[src/rtl/pic_pkg.sv]
package pic_pkg;
   // Geometry of the controller.
   localparam int NCH = 64;
   localparam int NEXT_CH = 16;
   localparam int LVLW = 3;
   localparam int AW = 8;
   // Register byte addresses.
   localparam logic [7:0] OFF_FAST0 = 8'h00;
   localparam logic [7:0] OFF_FAST1 = 8'h04;
   localparam logic [7:0] OFF_NORM0 = 8'h08;
   localparam logic [7:0] OFF_NORM1 = 8'h0c;
   localparam logic [7:0] OFF_FVEC = 8'h10;
   localparam logic [7:0] OFF_NVEC = 8'h14;
   localparam logic [7:0] OFF_EN0 = 8'h18;
   localparam logic [7:0] OFF_EN1 = 8'h1c;
   localparam logic [7:0] OFF_CTL = 8'h20;
   localparam logic [7:0] OFF_BASE = 8'h24;
   localparam logic [7:0] OFF_PRIO0 = 8'h30;
   localparam logic [7:0] OFF_PRIO7 = 8'h4c;
   localparam logic [7:0] OFF_EVST = 8'h50;
   localparam logic [7:0] OFF_EVMASK = 8'h54;
   // Field layout.
   localparam int CTL_SIZE_LSB = 0;
   localparam int PRIO_NIB = 4;
   localparam int PRIO_PER_REG = 8;
   localparam int SIZE_SHIFT0 = 2;
   localparam int EV_FAST = 0;
   localparam int EV_NORM = 1;
   // Levels below this one go to the fast request.
   localparam logic [2:0] LVL_NORM_MIN = 3'h2;
   // Reset values.
   localparam logic [63:0] ST_IDLE = 64'hffff_ffff_ffff_ffff;
   localparam logic [2:0] PRIO_RST = 3'h7;
   localparam logic [1:0] SIZE_RST = 2'h0;
   localparam logic [31:0] BASE_RST = 32'h0000_0000;
   // Bus answers.
   localparam logic [1:0] RESP_OKAY = 2'h0;
   localparam logic [1:0] RESP_SLVERR = 2'h2;
endpackage

[src/rtl/pic_top.sv]
// Local design decisions: the placing of the registers and the AXI4-Lite interface to the registers.
`timescale 1ns/1ps
// What this block does
// - Takes 64 independent event inputs, the upper sixteen being external channels.
// - Each channel has a 3-bit level; 0 and 1 go fast, 2 to 7 normal.
// - Among fast events level 0 beats level 1.
// - Among normal events level 2 ranks highest, 7 lowest, numeric order between.
// - Equal levels are decided in favour of the smaller channel number.
// - An event is recorded in the fast or normal status bit its level selects.
// - Status capture happens whether or not the channel is enabled.
// - A captured event raises its request only while the channel is enabled.
// - The enable gates fast and normal channels the same way.
// - Each type's vector register shows the best pending enabled event's entry.
// - With several events pending the vector is the single highest ranked one.
// - Vector is base plus (event number plus one) times entry size 4/8/16/32.
// - With nothing pending of a type its vector reads the base unchanged.
// - Writing one to a status bit acknowledges it; writing zero leaves it.
module pic_top (
   input wire logic aclk,
   input wire logic aresetn,
   input wire logic [63:0] evt_in,
   output logic fast_request,
   output logic normal_request,
   output logic irq,
   input wire logic awvalid,
   output logic awready,
   input wire logic [7:0] awaddr,
   input wire logic wvalid,
   output logic wready,
   input wire logic [31:0] wdata,
   input wire logic [3:0] wstrb,
   output logic bvalid,
   input wire logic bready,
   output logic [1:0] bresp,
   input wire logic arvalid,
   output logic arready,
   input wire logic [7:0] araddr,
   output logic rvalid,
   input wire logic rready,
   output logic [31:0] rdata,
   output logic [1:0] rresp
);
   logic [63:0] fast_st_q, fast_st_d, norm_st_q, norm_st_d, en_q, en_d;
   logic [2:0] prio_q [0:63];
   logic [63:0] fast_rt, fast_eff, norm_eff, ack_fast, ack_norm;
   logic [1:0] size_q;
   logic [31:0] base_q, fvec_q, nvec_q, fvec_d, nvec_d;
   logic [1:0] evst_q, evst_d, evmask_q, ev_set;
   logic fast_request_q, normal_request_q, irq_q;
   logic awready_q, wready_q, awv_q, wv_q, bvalid_q, arready_q, rvalid_q;
   logic [7:0] awaddr_q;
   logic [31:0] wdata_q, rdata_q, wmask, rd_mux;
   logic [3:0] wstrb_q;
   logic [1:0] bresp_q, rresp_q;
   logic awv_d, wv_d, do_wr, ar_hs, rd_ok, wr_ok;
   logic [5:0] fast_win, norm_win;
   logic fast_any, norm_any;
   logic [2:0] fast_lvl, norm_lvl;
   logic [7:0] prio_off;

   // Write side: address and data are latched independently, then committed together.
   assign do_wr = awv_q & wv_q & ~bvalid_q;
   assign awv_d = (awv_q & ~do_wr) | (awvalid & awready_q);
   assign wv_d = (wv_q & ~do_wr) | (wvalid & wready_q);
   assign wmask = {{8{wstrb_q[3]}}, {8{wstrb_q[2]}}, {8{wstrb_q[1]}}, {8{wstrb_q[0]}}};
   assign ar_hs = arvalid & arready_q;
   assign wr_ok = (awaddr_q <= pic_pkg::OFF_BASE && awaddr_q[1:0] == 2'h0)
      || (awaddr_q >= pic_pkg::OFF_PRIO0 && awaddr_q <= pic_pkg::OFF_EVMASK
      && awaddr_q[1:0] == 2'h0);
   assign rd_ok = (araddr <= pic_pkg::OFF_BASE && araddr[1:0] == 2'h0)
      || (araddr >= pic_pkg::OFF_PRIO0 && araddr <= pic_pkg::OFF_EVMASK
      && araddr[1:0] == 2'h0);
   // Level words count from their own base, so the word index is taken from the offset.
   assign prio_off = araddr - pic_pkg::OFF_PRIO0;

   // Write-side handshake registers; awready, wready, bvalid and bresp come from these.
   always_ff @(posedge aclk) begin
      if (!aresetn) begin
         awv_q <= 1'b0;
         wv_q <= 1'b0;
         awready_q <= 1'b0;
         wready_q <= 1'b0;
         bvalid_q <= 1'b0;
         bresp_q <= pic_pkg::RESP_OKAY;
         awaddr_q <= 8'h00;
         wdata_q <= 32'h0000_0000;
         wstrb_q <= 4'h0;
      end else begin
         awv_q <= awv_d;
         wv_q <= wv_d;
         awready_q <= ~awv_d;
         wready_q <= ~wv_d;
         if (awvalid && awready_q) begin
            awaddr_q <= awaddr;
         end
         if (wvalid && wready_q) begin
            wdata_q <= wdata;
            wstrb_q <= wstrb;
         end
         if (do_wr) begin
            bvalid_q <= 1'b1;
            bresp_q <= wr_ok ? pic_pkg::RESP_OKAY : pic_pkg::RESP_SLVERR;
         end else if (bready) begin
            bvalid_q <= 1'b0;
         end
      end
   end

   // Read side: one read in flight, data captured at the address handshake.
   always_ff @(posedge aclk) begin
      if (!aresetn) begin
         arready_q <= 1'b0;
         rvalid_q <= 1'b0;
         rdata_q <= 32'h0000_0000;
         rresp_q <= pic_pkg::RESP_OKAY;
      end else if (ar_hs) begin
         arready_q <= 1'b0;
         rvalid_q <= 1'b1;
         rdata_q <= rd_mux;
         rresp_q <= rd_ok ? pic_pkg::RESP_OKAY : pic_pkg::RESP_SLVERR;
      end else if (rvalid_q && rready) begin
         rvalid_q <= 1'b0;
         arready_q <= 1'b1;
      end else if (!rvalid_q) begin
         arready_q <= 1'b1;
      end
   end

   // Read selection; priority registers hold eight 4-bit fields, top bit reads zero.
   always_comb begin
      rd_mux = 32'h0000_0000;
      case (araddr)
         pic_pkg::OFF_FAST0: rd_mux = fast_st_q[31:0];
         pic_pkg::OFF_FAST1: rd_mux = fast_st_q[63:32];
         pic_pkg::OFF_NORM0: rd_mux = norm_st_q[31:0];
         pic_pkg::OFF_NORM1: rd_mux = norm_st_q[63:32];
         pic_pkg::OFF_FVEC: rd_mux = fvec_q;
         pic_pkg::OFF_NVEC: rd_mux = nvec_q;
         pic_pkg::OFF_EN0: rd_mux = en_q[31:0];
         pic_pkg::OFF_EN1: rd_mux = en_q[63:32];
         pic_pkg::OFF_CTL: rd_mux = {30'h0, size_q};
         pic_pkg::OFF_BASE: rd_mux = base_q;
         pic_pkg::OFF_EVST: rd_mux = {30'h0, evst_q};
         pic_pkg::OFF_EVMASK: rd_mux = {30'h0, evmask_q};
         default: begin
            if (rd_ok) begin
               for (int k = 0; k < pic_pkg::PRIO_PER_REG; k++) begin
                  rd_mux[k*pic_pkg::PRIO_NIB +: 3] = prio_q[{prio_off[4:2], 3'(k)}];
               end
            end
         end
      endcase
   end

   // ack decode: a one written to a status bit restores it to idle.
   assign ack_fast = {(do_wr && awaddr_q == pic_pkg::OFF_FAST1) ? wdata_q & wmask : 32'h0,
      (do_wr && awaddr_q == pic_pkg::OFF_FAST0) ? wdata_q & wmask : 32'h0};
   assign ack_norm = {(do_wr && awaddr_q == pic_pkg::OFF_NORM1) ? wdata_q & wmask : 32'h0,
      (do_wr && awaddr_q == pic_pkg::OFF_NORM0) ? wdata_q & wmask : 32'h0};

   // capture: status bits read zero when an event occurred, whatever the enable.
   // An event arriving together with its acknowledge is kept.
   assign fast_st_d = (fast_st_q | ack_fast) & ~(evt_in & fast_rt);
   assign norm_st_d = (norm_st_q | ack_norm) & ~(evt_in & ~fast_rt);
   assign en_d = {(do_wr && awaddr_q == pic_pkg::OFF_EN1)
      ? (en_q[63:32] & ~wmask) | (wdata_q & wmask) : en_q[63:32],
      (do_wr && awaddr_q == pic_pkg::OFF_EN0)
      ? (en_q[31:0] & ~wmask) | (wdata_q & wmask) : en_q[31:0]};

   // gate: one enable bit masks both request types alike.
   assign fast_eff = ~fast_st_q & en_q;
   assign norm_eff = ~norm_st_q & en_q;

   // per channel: level field storage and routing to fast or normal.
   for (genvar g = 0; g < pic_pkg::NCH; g++) begin : g_ch
      localparam logic [7:0] PADDR = pic_pkg::OFF_PRIO0 + 8'((g / 8) * 4);
      localparam int NIB = (g % 8) * pic_pkg::PRIO_NIB;
      assign fast_rt[g] = prio_q[g] < pic_pkg::LVL_NORM_MIN;
      always_ff @(posedge aclk) begin
         if (!aresetn) begin
            prio_q[g] <= pic_pkg::PRIO_RST;
         end else if (do_wr && awaddr_q == PADDR && wstrb_q[NIB / 8]) begin
            prio_q[g] <= wdata_q[NIB +: 3];
         end
      end
   end

   // prioritizer: lowest level wins, ties go to the lower channel.
   always_comb begin
      fast_any = 1'b0;
      norm_any = 1'b0;
      fast_win = 6'h00;
      norm_win = 6'h00;
      fast_lvl = 3'h7;
      norm_lvl = 3'h7;
      for (int i = 0; i < pic_pkg::NCH; i++) begin
         if (fast_eff[i] && (!fast_any || prio_q[i] < fast_lvl)) begin
            fast_any = 1'b1;
            fast_win = 6'(i);
            fast_lvl = prio_q[i];
         end
         if (norm_eff[i] && (!norm_any || prio_q[i] < norm_lvl)) begin
            norm_any = 1'b1;
            norm_win = 6'(i);
            norm_lvl = prio_q[i];
         end
      end
   end

   // vectors: base plus (winner + 1) scaled by entry size, else base.
   assign fvec_d = fast_any
      ? base_q + ((32'(fast_win) + 32'h1) << (pic_pkg::SIZE_SHIFT0 + 32'(size_q))) : base_q;
   assign nvec_d = norm_any
      ? base_q + ((32'(norm_win) + 32'h1) << (pic_pkg::SIZE_SHIFT0 + 32'(size_q))) : base_q;

   // Host event flags: a rising request sets, a read clears, a new edge wins.
   assign ev_set = {fast_any & ~fast_request_q, norm_any & ~normal_request_q};
   assign evst_d = (ar_hs && araddr == pic_pkg::OFF_EVST) ? 2'h0 | {ev_set[0], ev_set[1]}
      : evst_q | {ev_set[0], ev_set[1]};

   // state: status, enables, vectors and requests update every cycle.
   always_ff @(posedge aclk) begin
      if (!aresetn) begin
         fast_st_q <= pic_pkg::ST_IDLE;
         norm_st_q <= pic_pkg::ST_IDLE;
         en_q <= 64'h0;
         fast_request_q <= 1'b0;
         normal_request_q <= 1'b0;
         fvec_q <= pic_pkg::BASE_RST;
         nvec_q <= pic_pkg::BASE_RST;
         evst_q <= 2'h0;
         irq_q <= 1'b0;
      end else begin
         fast_st_q <= fast_st_d;
         norm_st_q <= norm_st_d;
         en_q <= en_d;
         fast_request_q <= fast_any;
         normal_request_q <= norm_any;
         fvec_q <= fvec_d;
         nvec_q <= nvec_d;
         evst_q <= evst_d;
         irq_q <= |(evst_d & evmask_q);
      end
   end

   // Software-written configuration: entry size, table base, host event mask.
   always_ff @(posedge aclk) begin
      if (!aresetn) begin
         size_q <= pic_pkg::SIZE_RST;
         base_q <= pic_pkg::BASE_RST;
         evmask_q <= 2'h0;
      end else if (do_wr && wstrb_q[0] && awaddr_q == pic_pkg::OFF_CTL) begin
         size_q <= wdata_q[pic_pkg::CTL_SIZE_LSB +: 2];
      end else if (do_wr && awaddr_q == pic_pkg::OFF_BASE) begin
         base_q <= (base_q & ~wmask) | (wdata_q & wmask);
      end else if (do_wr && wstrb_q[0] && awaddr_q == pic_pkg::OFF_EVMASK) begin
         evmask_q <= wdata_q[1:0];
      end
   end

   assign fast_request = fast_request_q;
   assign normal_request = normal_request_q;
   assign irq = irq_q;
   assign awready = awready_q;
   assign wready = wready_q;
   assign bvalid = bvalid_q;
   assign bresp = bresp_q;
   assign arready = arready_q;
   assign rvalid = rvalid_q;
   assign rdata = rdata_q;
   assign rresp = rresp_q;
endmodule

[config.mk]
export PLATFORM = sky130hd
export DESIGN_NAME = pic_top
export DESIGN_NICKNAME = d
export VERILOG_FILES = /design/src/rtl/pic_pkg.sv /design/src/rtl/pic_top.sv
export SDC_FILE = /design/constraint.sdc
export NUM_CORES = 2
export LEC_CHECK = 0
export ABC_AREA = 1
export BUFFER_PORTS_ARGS = -buffer_cell sky130_fd_sc_hd__buf_2
export CAP_MARGIN = 30
export CORE_MARGIN = 5
export CORE_UTILIZATION = 40
export DETAILED_ROUTE_END_ITERATION = 12
export REMOVE_ABC_BUFFERS = 1
export SKIP_CTS_REPAIR_TIMING = 1
export SLEW_MARGIN = 30
export SYNTH_ARGS = -nofsm -noshare
export SYNTH_HDL_FRONTEND = slang
export SYNTH_SLANG_ARGS = --single-unit
[constraint.sdc]
create_clock -name aclk -period 50.6 [get_ports aclk]
set_input_delay 5.06 -clock aclk [delete_from_list [all_inputs] [get_ports aclk]]
set_output_delay 5.06 -clock aclk [all_outputs]
set_load 0.01 [all_outputs]
Yosys cells after proc, flatten, opt, wreduce, memory -nomap -nowiden
Memories as Yosys holds them, arrays and structs flattened.
Cells that the tools add are included.
{"block": "classes", "addsub": 6, "order_cmp": 196, "eq_ne": 28, "shifts": 2, "n_mux": 580, "n_bitwise": 107, "reduce_logical": 451}
{"cell": "2-to-1 mux 6 bit", "n": 124}
{"cell": "2-to-1 mux 3 bit", "n": 198}
{"cell": "AND 64 bit", "n": 6}
{"cell": "< comparator 3 bit", "n": 126}
{"cell": "inverter 64 bit", "n": 5}
{"cell": "2-to-1 mux 1 bit", "n": 233}
{"cell": "case mux 3 bit (10 select lines)", "n": 7}
{"cell": "< comparator 3 x 2 -> 1 bit (second input constant)", "n": 64}
{"cell": "2-to-1 mux 32 bit", "n": 6}
{"cell": "logical AND 1 bit", "n": 186}
{"cell": "AND 32 bit", "n": 4}
{"cell": "logical OR 1 bit", "n": 128}
{"cell": "bitwise OR 64 bit", "n": 2}
{"cell": "zero test 1 bit", "n": 126}
{"cell": "bitwise OR 32 bit", "n": 3}
{"cell": "case mux 1 bit (9 select lines)", "n": 8}
{"cell": "bitwise OR 1 bit", "n": 66}
{"cell": "adder 32 bit", "n": 2}
{"cell": "equality test 8 x 6 -> 1 bit (second input constant)", "n": 8}
{"cell": "equality test 8 x 7 -> 1 bit (second input constant)", "n": 7}
{"cell": "equality test 8 x 5 -> 1 bit (second input constant)", "n": 6}
{"cell": "case mux 3 bit (12 select lines)", "n": 1}
{"cell": "equality test 8 x 4 -> 1 bit (second input constant)", "n": 4}
{"cell": "inverter 32 bit", "n": 1}
{"cell": "22 further kinds", "n": 49}
{"block": "totals", "register_bits": 384, "ram_bits": 192, "input_bits": 123, "out_inout_bits": 44, "memories": 1}
{"name": "prio_q", "words": 64, "width": 3, "rd": 72, "rd_clocked_by_memory_dff": 0, "write_ports": 64, "line": "pic_top.sv:44", "text": "logic [2:0] prio_q [0:63];"}

Logic depth before layout (Yosys ltp)
{"block": "logic_depth", "ltp_word": 260, "mapped_depth": 602}

Worst setup path before layout
Ideal clock, no wire load.
{"block": "synth_timing", "kind": "flip-flop to flip-flop", "startpoint": "register (tool-made name)", "endpoint": "register nvec_q[30]", "t_arrival_ps": 55075, "required_ps": 50468, "path_slack_ps": -4607, "stages_incl_launch_ff": 539, "n_path_buf": 0, "period_less_slack_ps": 55207, "cell_sequence": "dfxtp_1 > nand2_2 > nor2_1 > ha_1 > inv_1 > a21oi_1 > nand2_1 > nand2_1 > nand2_2 > nand2_2 > o21ai_0 > ha_1 > nand2_1 > inv_2 > nand2_1 > nand2_1 > nand2_2 > nand2_2 > [... 503 more ...] > nand2_1 > nand3_1 > nand2_1 > inv_1 > nor2_1 > inv_1 > nor2_1 > inv_1 > nor2_1 > inv_1 > nor2_1 > inv_1 > nor2_1 > inv_1 > nor2_1 > nand2_1 > nor3b_1 > nor3_1"}
{"item": "end signal: assignment", "line": "pic_top.sv:230", "text": "nvec_q <= pic_pkg::BASE_RST;"}
{"item": "end signal: assignment", "line": "pic_top.sv:240", "text": "nvec_q <= nvec_d;"}
{"item": "end: declaration", "line": "pic_top.sv:47", "text": "logic [31:0] base_q, fvec_q, nvec_q, fvec_d, nvec_d;"}

==> summary.txt <==
Setup path
  – Slowest stage delay, CP: 0.42 ns
  – Critical path endpoint category: register
  – Arrival time at the worst endpoint: 55.94 ns
  – R2r worst-path depth: 593
  – Reg-to-reg slack, setup: -4.85 ns
  – CP max-delay cell: edfxtp_1
  – Critical Path RT: 51.08 ns
  – CP max FO: 5
  – CP Launch Type: register
  – CP Class: reg2reg
  – Top cell by count, worst path: nand2_1
  – Critical R2R Launch: prio_q[0][2]$_SDFFCE_PN1P_
  – Capture point of the worst reg-to-reg path: nvec_q[30]$_SDFF_PN0_

STA
  – Fmax: 18.0 MHz
  – Setup violations, final: 60
  – Relative slew slack: 0.212
  – Final Cycle Share: 1.10
  – Final-report max-slew violation count: 0
  – Worst-margin pin slew: 1.18 ns
  – Fin. Hold Viols: 0
  – WHS: 0.462 ns
  – RSZ-0062 raised after global routing: yes
  – Minimum clock period: 55.45 ns
  – Setup Skew: 0.0345 ns
  – Setup WS post-layout: -4.85 ns

Power
  – Power per cell area: 20.0 nW/um^2
  – Max rail drop VDD: 0.0241 mV
  – Static Leak: 26.3 nW
  – Total Power: 1.10 mW

Hold path
  – Hold path depth: 1
  – HP Class: reg2reg
  – Hold EP: fvec_q[29]$_SDFF_PN0_

Clock tree
  – Worst-case clock buffer depth: 3
  – CTS sink count: 574
  – Clk slew on worst S/H paths: 0.06 ns
  – CTS tree: yes
  – H-tree levels: 3
  – CTS Root Cell: clkbuf_16
  – Clock Latency Late Sink: 0.66 ns
  – Total CTS buffers: 69

Final layout
  – Area growth syn-to-layout: 31.3%
  – FILL cells: 10.6k
  – Share of cells above drive strength 1: 0.244
  – Final net count: 8014
  – Non-filler cells, final: 9173

Synth
  – Most frequent cell after synthesis: nand2_1
  – Number of synthesized flops with an enable pin: 192
  – Multiplexer area fraction after synthesis: 0
  – Warnings, synthesis: 0
  – Mapped cell area: 41900 um^2
  – Post-Synth XOR/XNOR Area: 0.00562
  – Yosys top cell area share: 0.188
  – Adder-Cell Fraction of Synth Area: 0.0487
  – Synth Area per Inst: 6.32 um^2
  – Synth Area in Simple Gates: 0.367
  – Seq/Total Area, Yosys: 0.320
  – Synth cell types: 61
  – Async SR Flop Fraction: 0
  – Post-synth top cells: nand2_1 (2097), inv_1 (691), nor2_1 (619)
  – Largest family of logic cells by synthesized area: simple AND/OR/NAND/NOR gates
  – Syn Inst Count: 6626
  – Count of state elements after synthesis: 574
  – Dominant cells by area after synthesis: nand2_1 (19%), dfxtp_1 (18%), edfxtp_1 (14%)
  – Compound-Gate Fraction of Synth Area: 0.158
  – Top_reg_cell synth: dfxtp_1
  – Cell taking the most area after synthesis: nand2_1

Die
  – I/O Pins: 167
  – Core ar.: 104000 um^2
  – Effective utilization at floorplan: 0.404
  – FP Rows: 118
  – Die area: 111000 um^2
  – Die Wd: 334 um
  – DIE HEIGHT: 334 um

Placed design
  – Post-DP HPWL: 166000 um
  – Port Buffers: 164
  – Cells after DPL: 9011
  – GPL Wtd Cong: 1.07
  – Place WS: -11.11 ns

Routing
  – DRT iter0 DRCs: 5809
  – Routed WL: 212000 um
  – Vias per std cell: 5.47
  – Drt drc: 0
  – Vias: 50.2k
  – Antenna-violating nets left: 0
  – DR WL/cell: 23.1 um
  – First-pass iteration count of the detailed router: 6

Global routing
  – Largest net degree at the start of global routing: 85
  – Initial antenna violation count: 9
  – First-pass GRT wire length: 301000 um
  – Total GRT Usage: 0.363
  – Total gr overflow: 0
  – Vias in the first global route: 45.9k

Status
  – Status: finished with violations
  – Failing checks: negative setup slack

Run
  – Max cap viols: 0
[layout by cell type, fill, tap and decap left out, drive strengths merged, types with 8 or more instances in the layout]
| cell type | Yosys | final |
|---|---|---|
| nor3 | 40 | 40 |
| xnor2 | 17 | 17 |
| o22ai | 110 | 110 |
| xor2 | 9 | 9 |
| or2 | 8 | 8 |
| nor2 | 632 | 632 |
| nand2 | 2362 | 2362 |
| clkbuf | 141 | 103 |
| nor4 | 8 | 8 |
| a221oi | 15 | 15 |
| a21oi | 312 | 312 |
| conb | 2 | 12 |
| o211ai | 19 | 19 |
| a31oi | 19 | 19 |
| o221ai | 16 | 16 |
| buf | 14 | 1177 |
| o21ai | 644 | 644 |
| nand4 | 33 | 33 |
| clkinv | 134 | 149 |
| inv | 726 | 731 |
| nand3 | 542 | 542 |
| a2111oi | 9 | 9 |
| bufinv | 10 | 14 |
| dfxtp | 382 | 382 |
| edfxtp | 192 | 192 |
| o2111ai | 19 | 19 |
| ha | 160 | 160 |
| o31ai | 12 | 12 |
[layer usage]
| layer | wire [um] | GRT usage |
|---|---|---|
| met3 | 23700 | 0.0950 |
| met5 | 12 | 0 |
| met1 | 82700 | 0.465 |
| met2 | 90600 | 0.554 |
| met4 | 14900 | 0.207 |
[report_power, final]
part / internal (mW) / leakage (nW) / switching, mW
Clock: 0.311 / 1.17 / 0.217
Sequential: 0.483 / 4.41 / 0.00947
Combinational: 0.0162 / 20.8 / 0.0631
Total: 0.810 / 26.3 / 0.290
[through the flow]
| stage | cell area (um^2) | util | setup TNS (ns) |
|---|---|---|---|
| finish | 55000 | 0.530 | -217.07 |
| detailed placement | 51300 | 0.495 | -532.31 |
| floorplan | 41300 | - | -218.84 |
| global route | 55000 | 0.530 | -565.12 |
| CTS | 53700 | 0.517 | -547.38 |
| global placement | 51300 | 0.494 | -452.60 |
[area by class of cell]
type | count | area, um^2 | share of cell area
Inverter | 871 | 3540 | 0.0644
Tap cell | 1380 | 1730 | 0.0314
Sequential cell | 574 | 13400 | 0.244
Clock inverter | 25 | 254 | 0.00462
Timing Repair Buffer | 1177 | 8470 | 0.154
Clock buffer | 103 | 2110 | 0.0384
Antenna cell | 7 | 17.5 | 0.000319
Multi-Input combinational cell | 5036 | 25500 | 0.463
[logic make-up (layout without fill, tap and decap cells)]
kind of cell | Yosys count | count (layout)
buffers and inverters | 1026 | 2176
adder cells (fa/ha/maj) | 162 | 162
XOR/XNOR | 26 | 26
flip-flops | 574 | 574
AND/OR/NAND/NOR | 3628 | 3628
AO/OA/AOI/OAI | 1208 | 1208
other | 2 | 19
[worst max path at each step]
stage,from,end,slack (ns)
3_3_place_gp,prio_q[0][2]$_SDFFCE_PN1P_,nvec_q[30]$_SDFF_PN0_,-10.85
3_5_place_dp,prio_q[0][2]$_SDFFCE_PN1P_,nvec_q[30]$_SDFF_PN0_,-11.11
5_1_grt,prio_q[0][2]$_SDFFCE_PN1P_,nvec_q[30]$_SDFF_PN0_,-10.41
4_1_cts,prio_q[0][2]$_SDFFCE_PN1P_,nvec_q[30]$_SDFF_PN0_,-11.42
2_1_floorplan,register,nvec_q[30]$_SDFF_PN0_,-4.66
6_report,prio_q[0][2]$_SDFFCE_PN1P_,nvec_q[30]$_SDFF_PN0_,-4.85
[worst max-delay path: cells and delay by family (launching register included)]
family                     cells  cell delay [ns]
AOI/OAI and AO/OA             66             5.18
and+or+nand+nor              391            27.40
adders and majority gates     65            18.63
buffers and inverters         71             3.58
DFF                            1             0.42
Note: power is estimated with default switching activity, not from simulation.
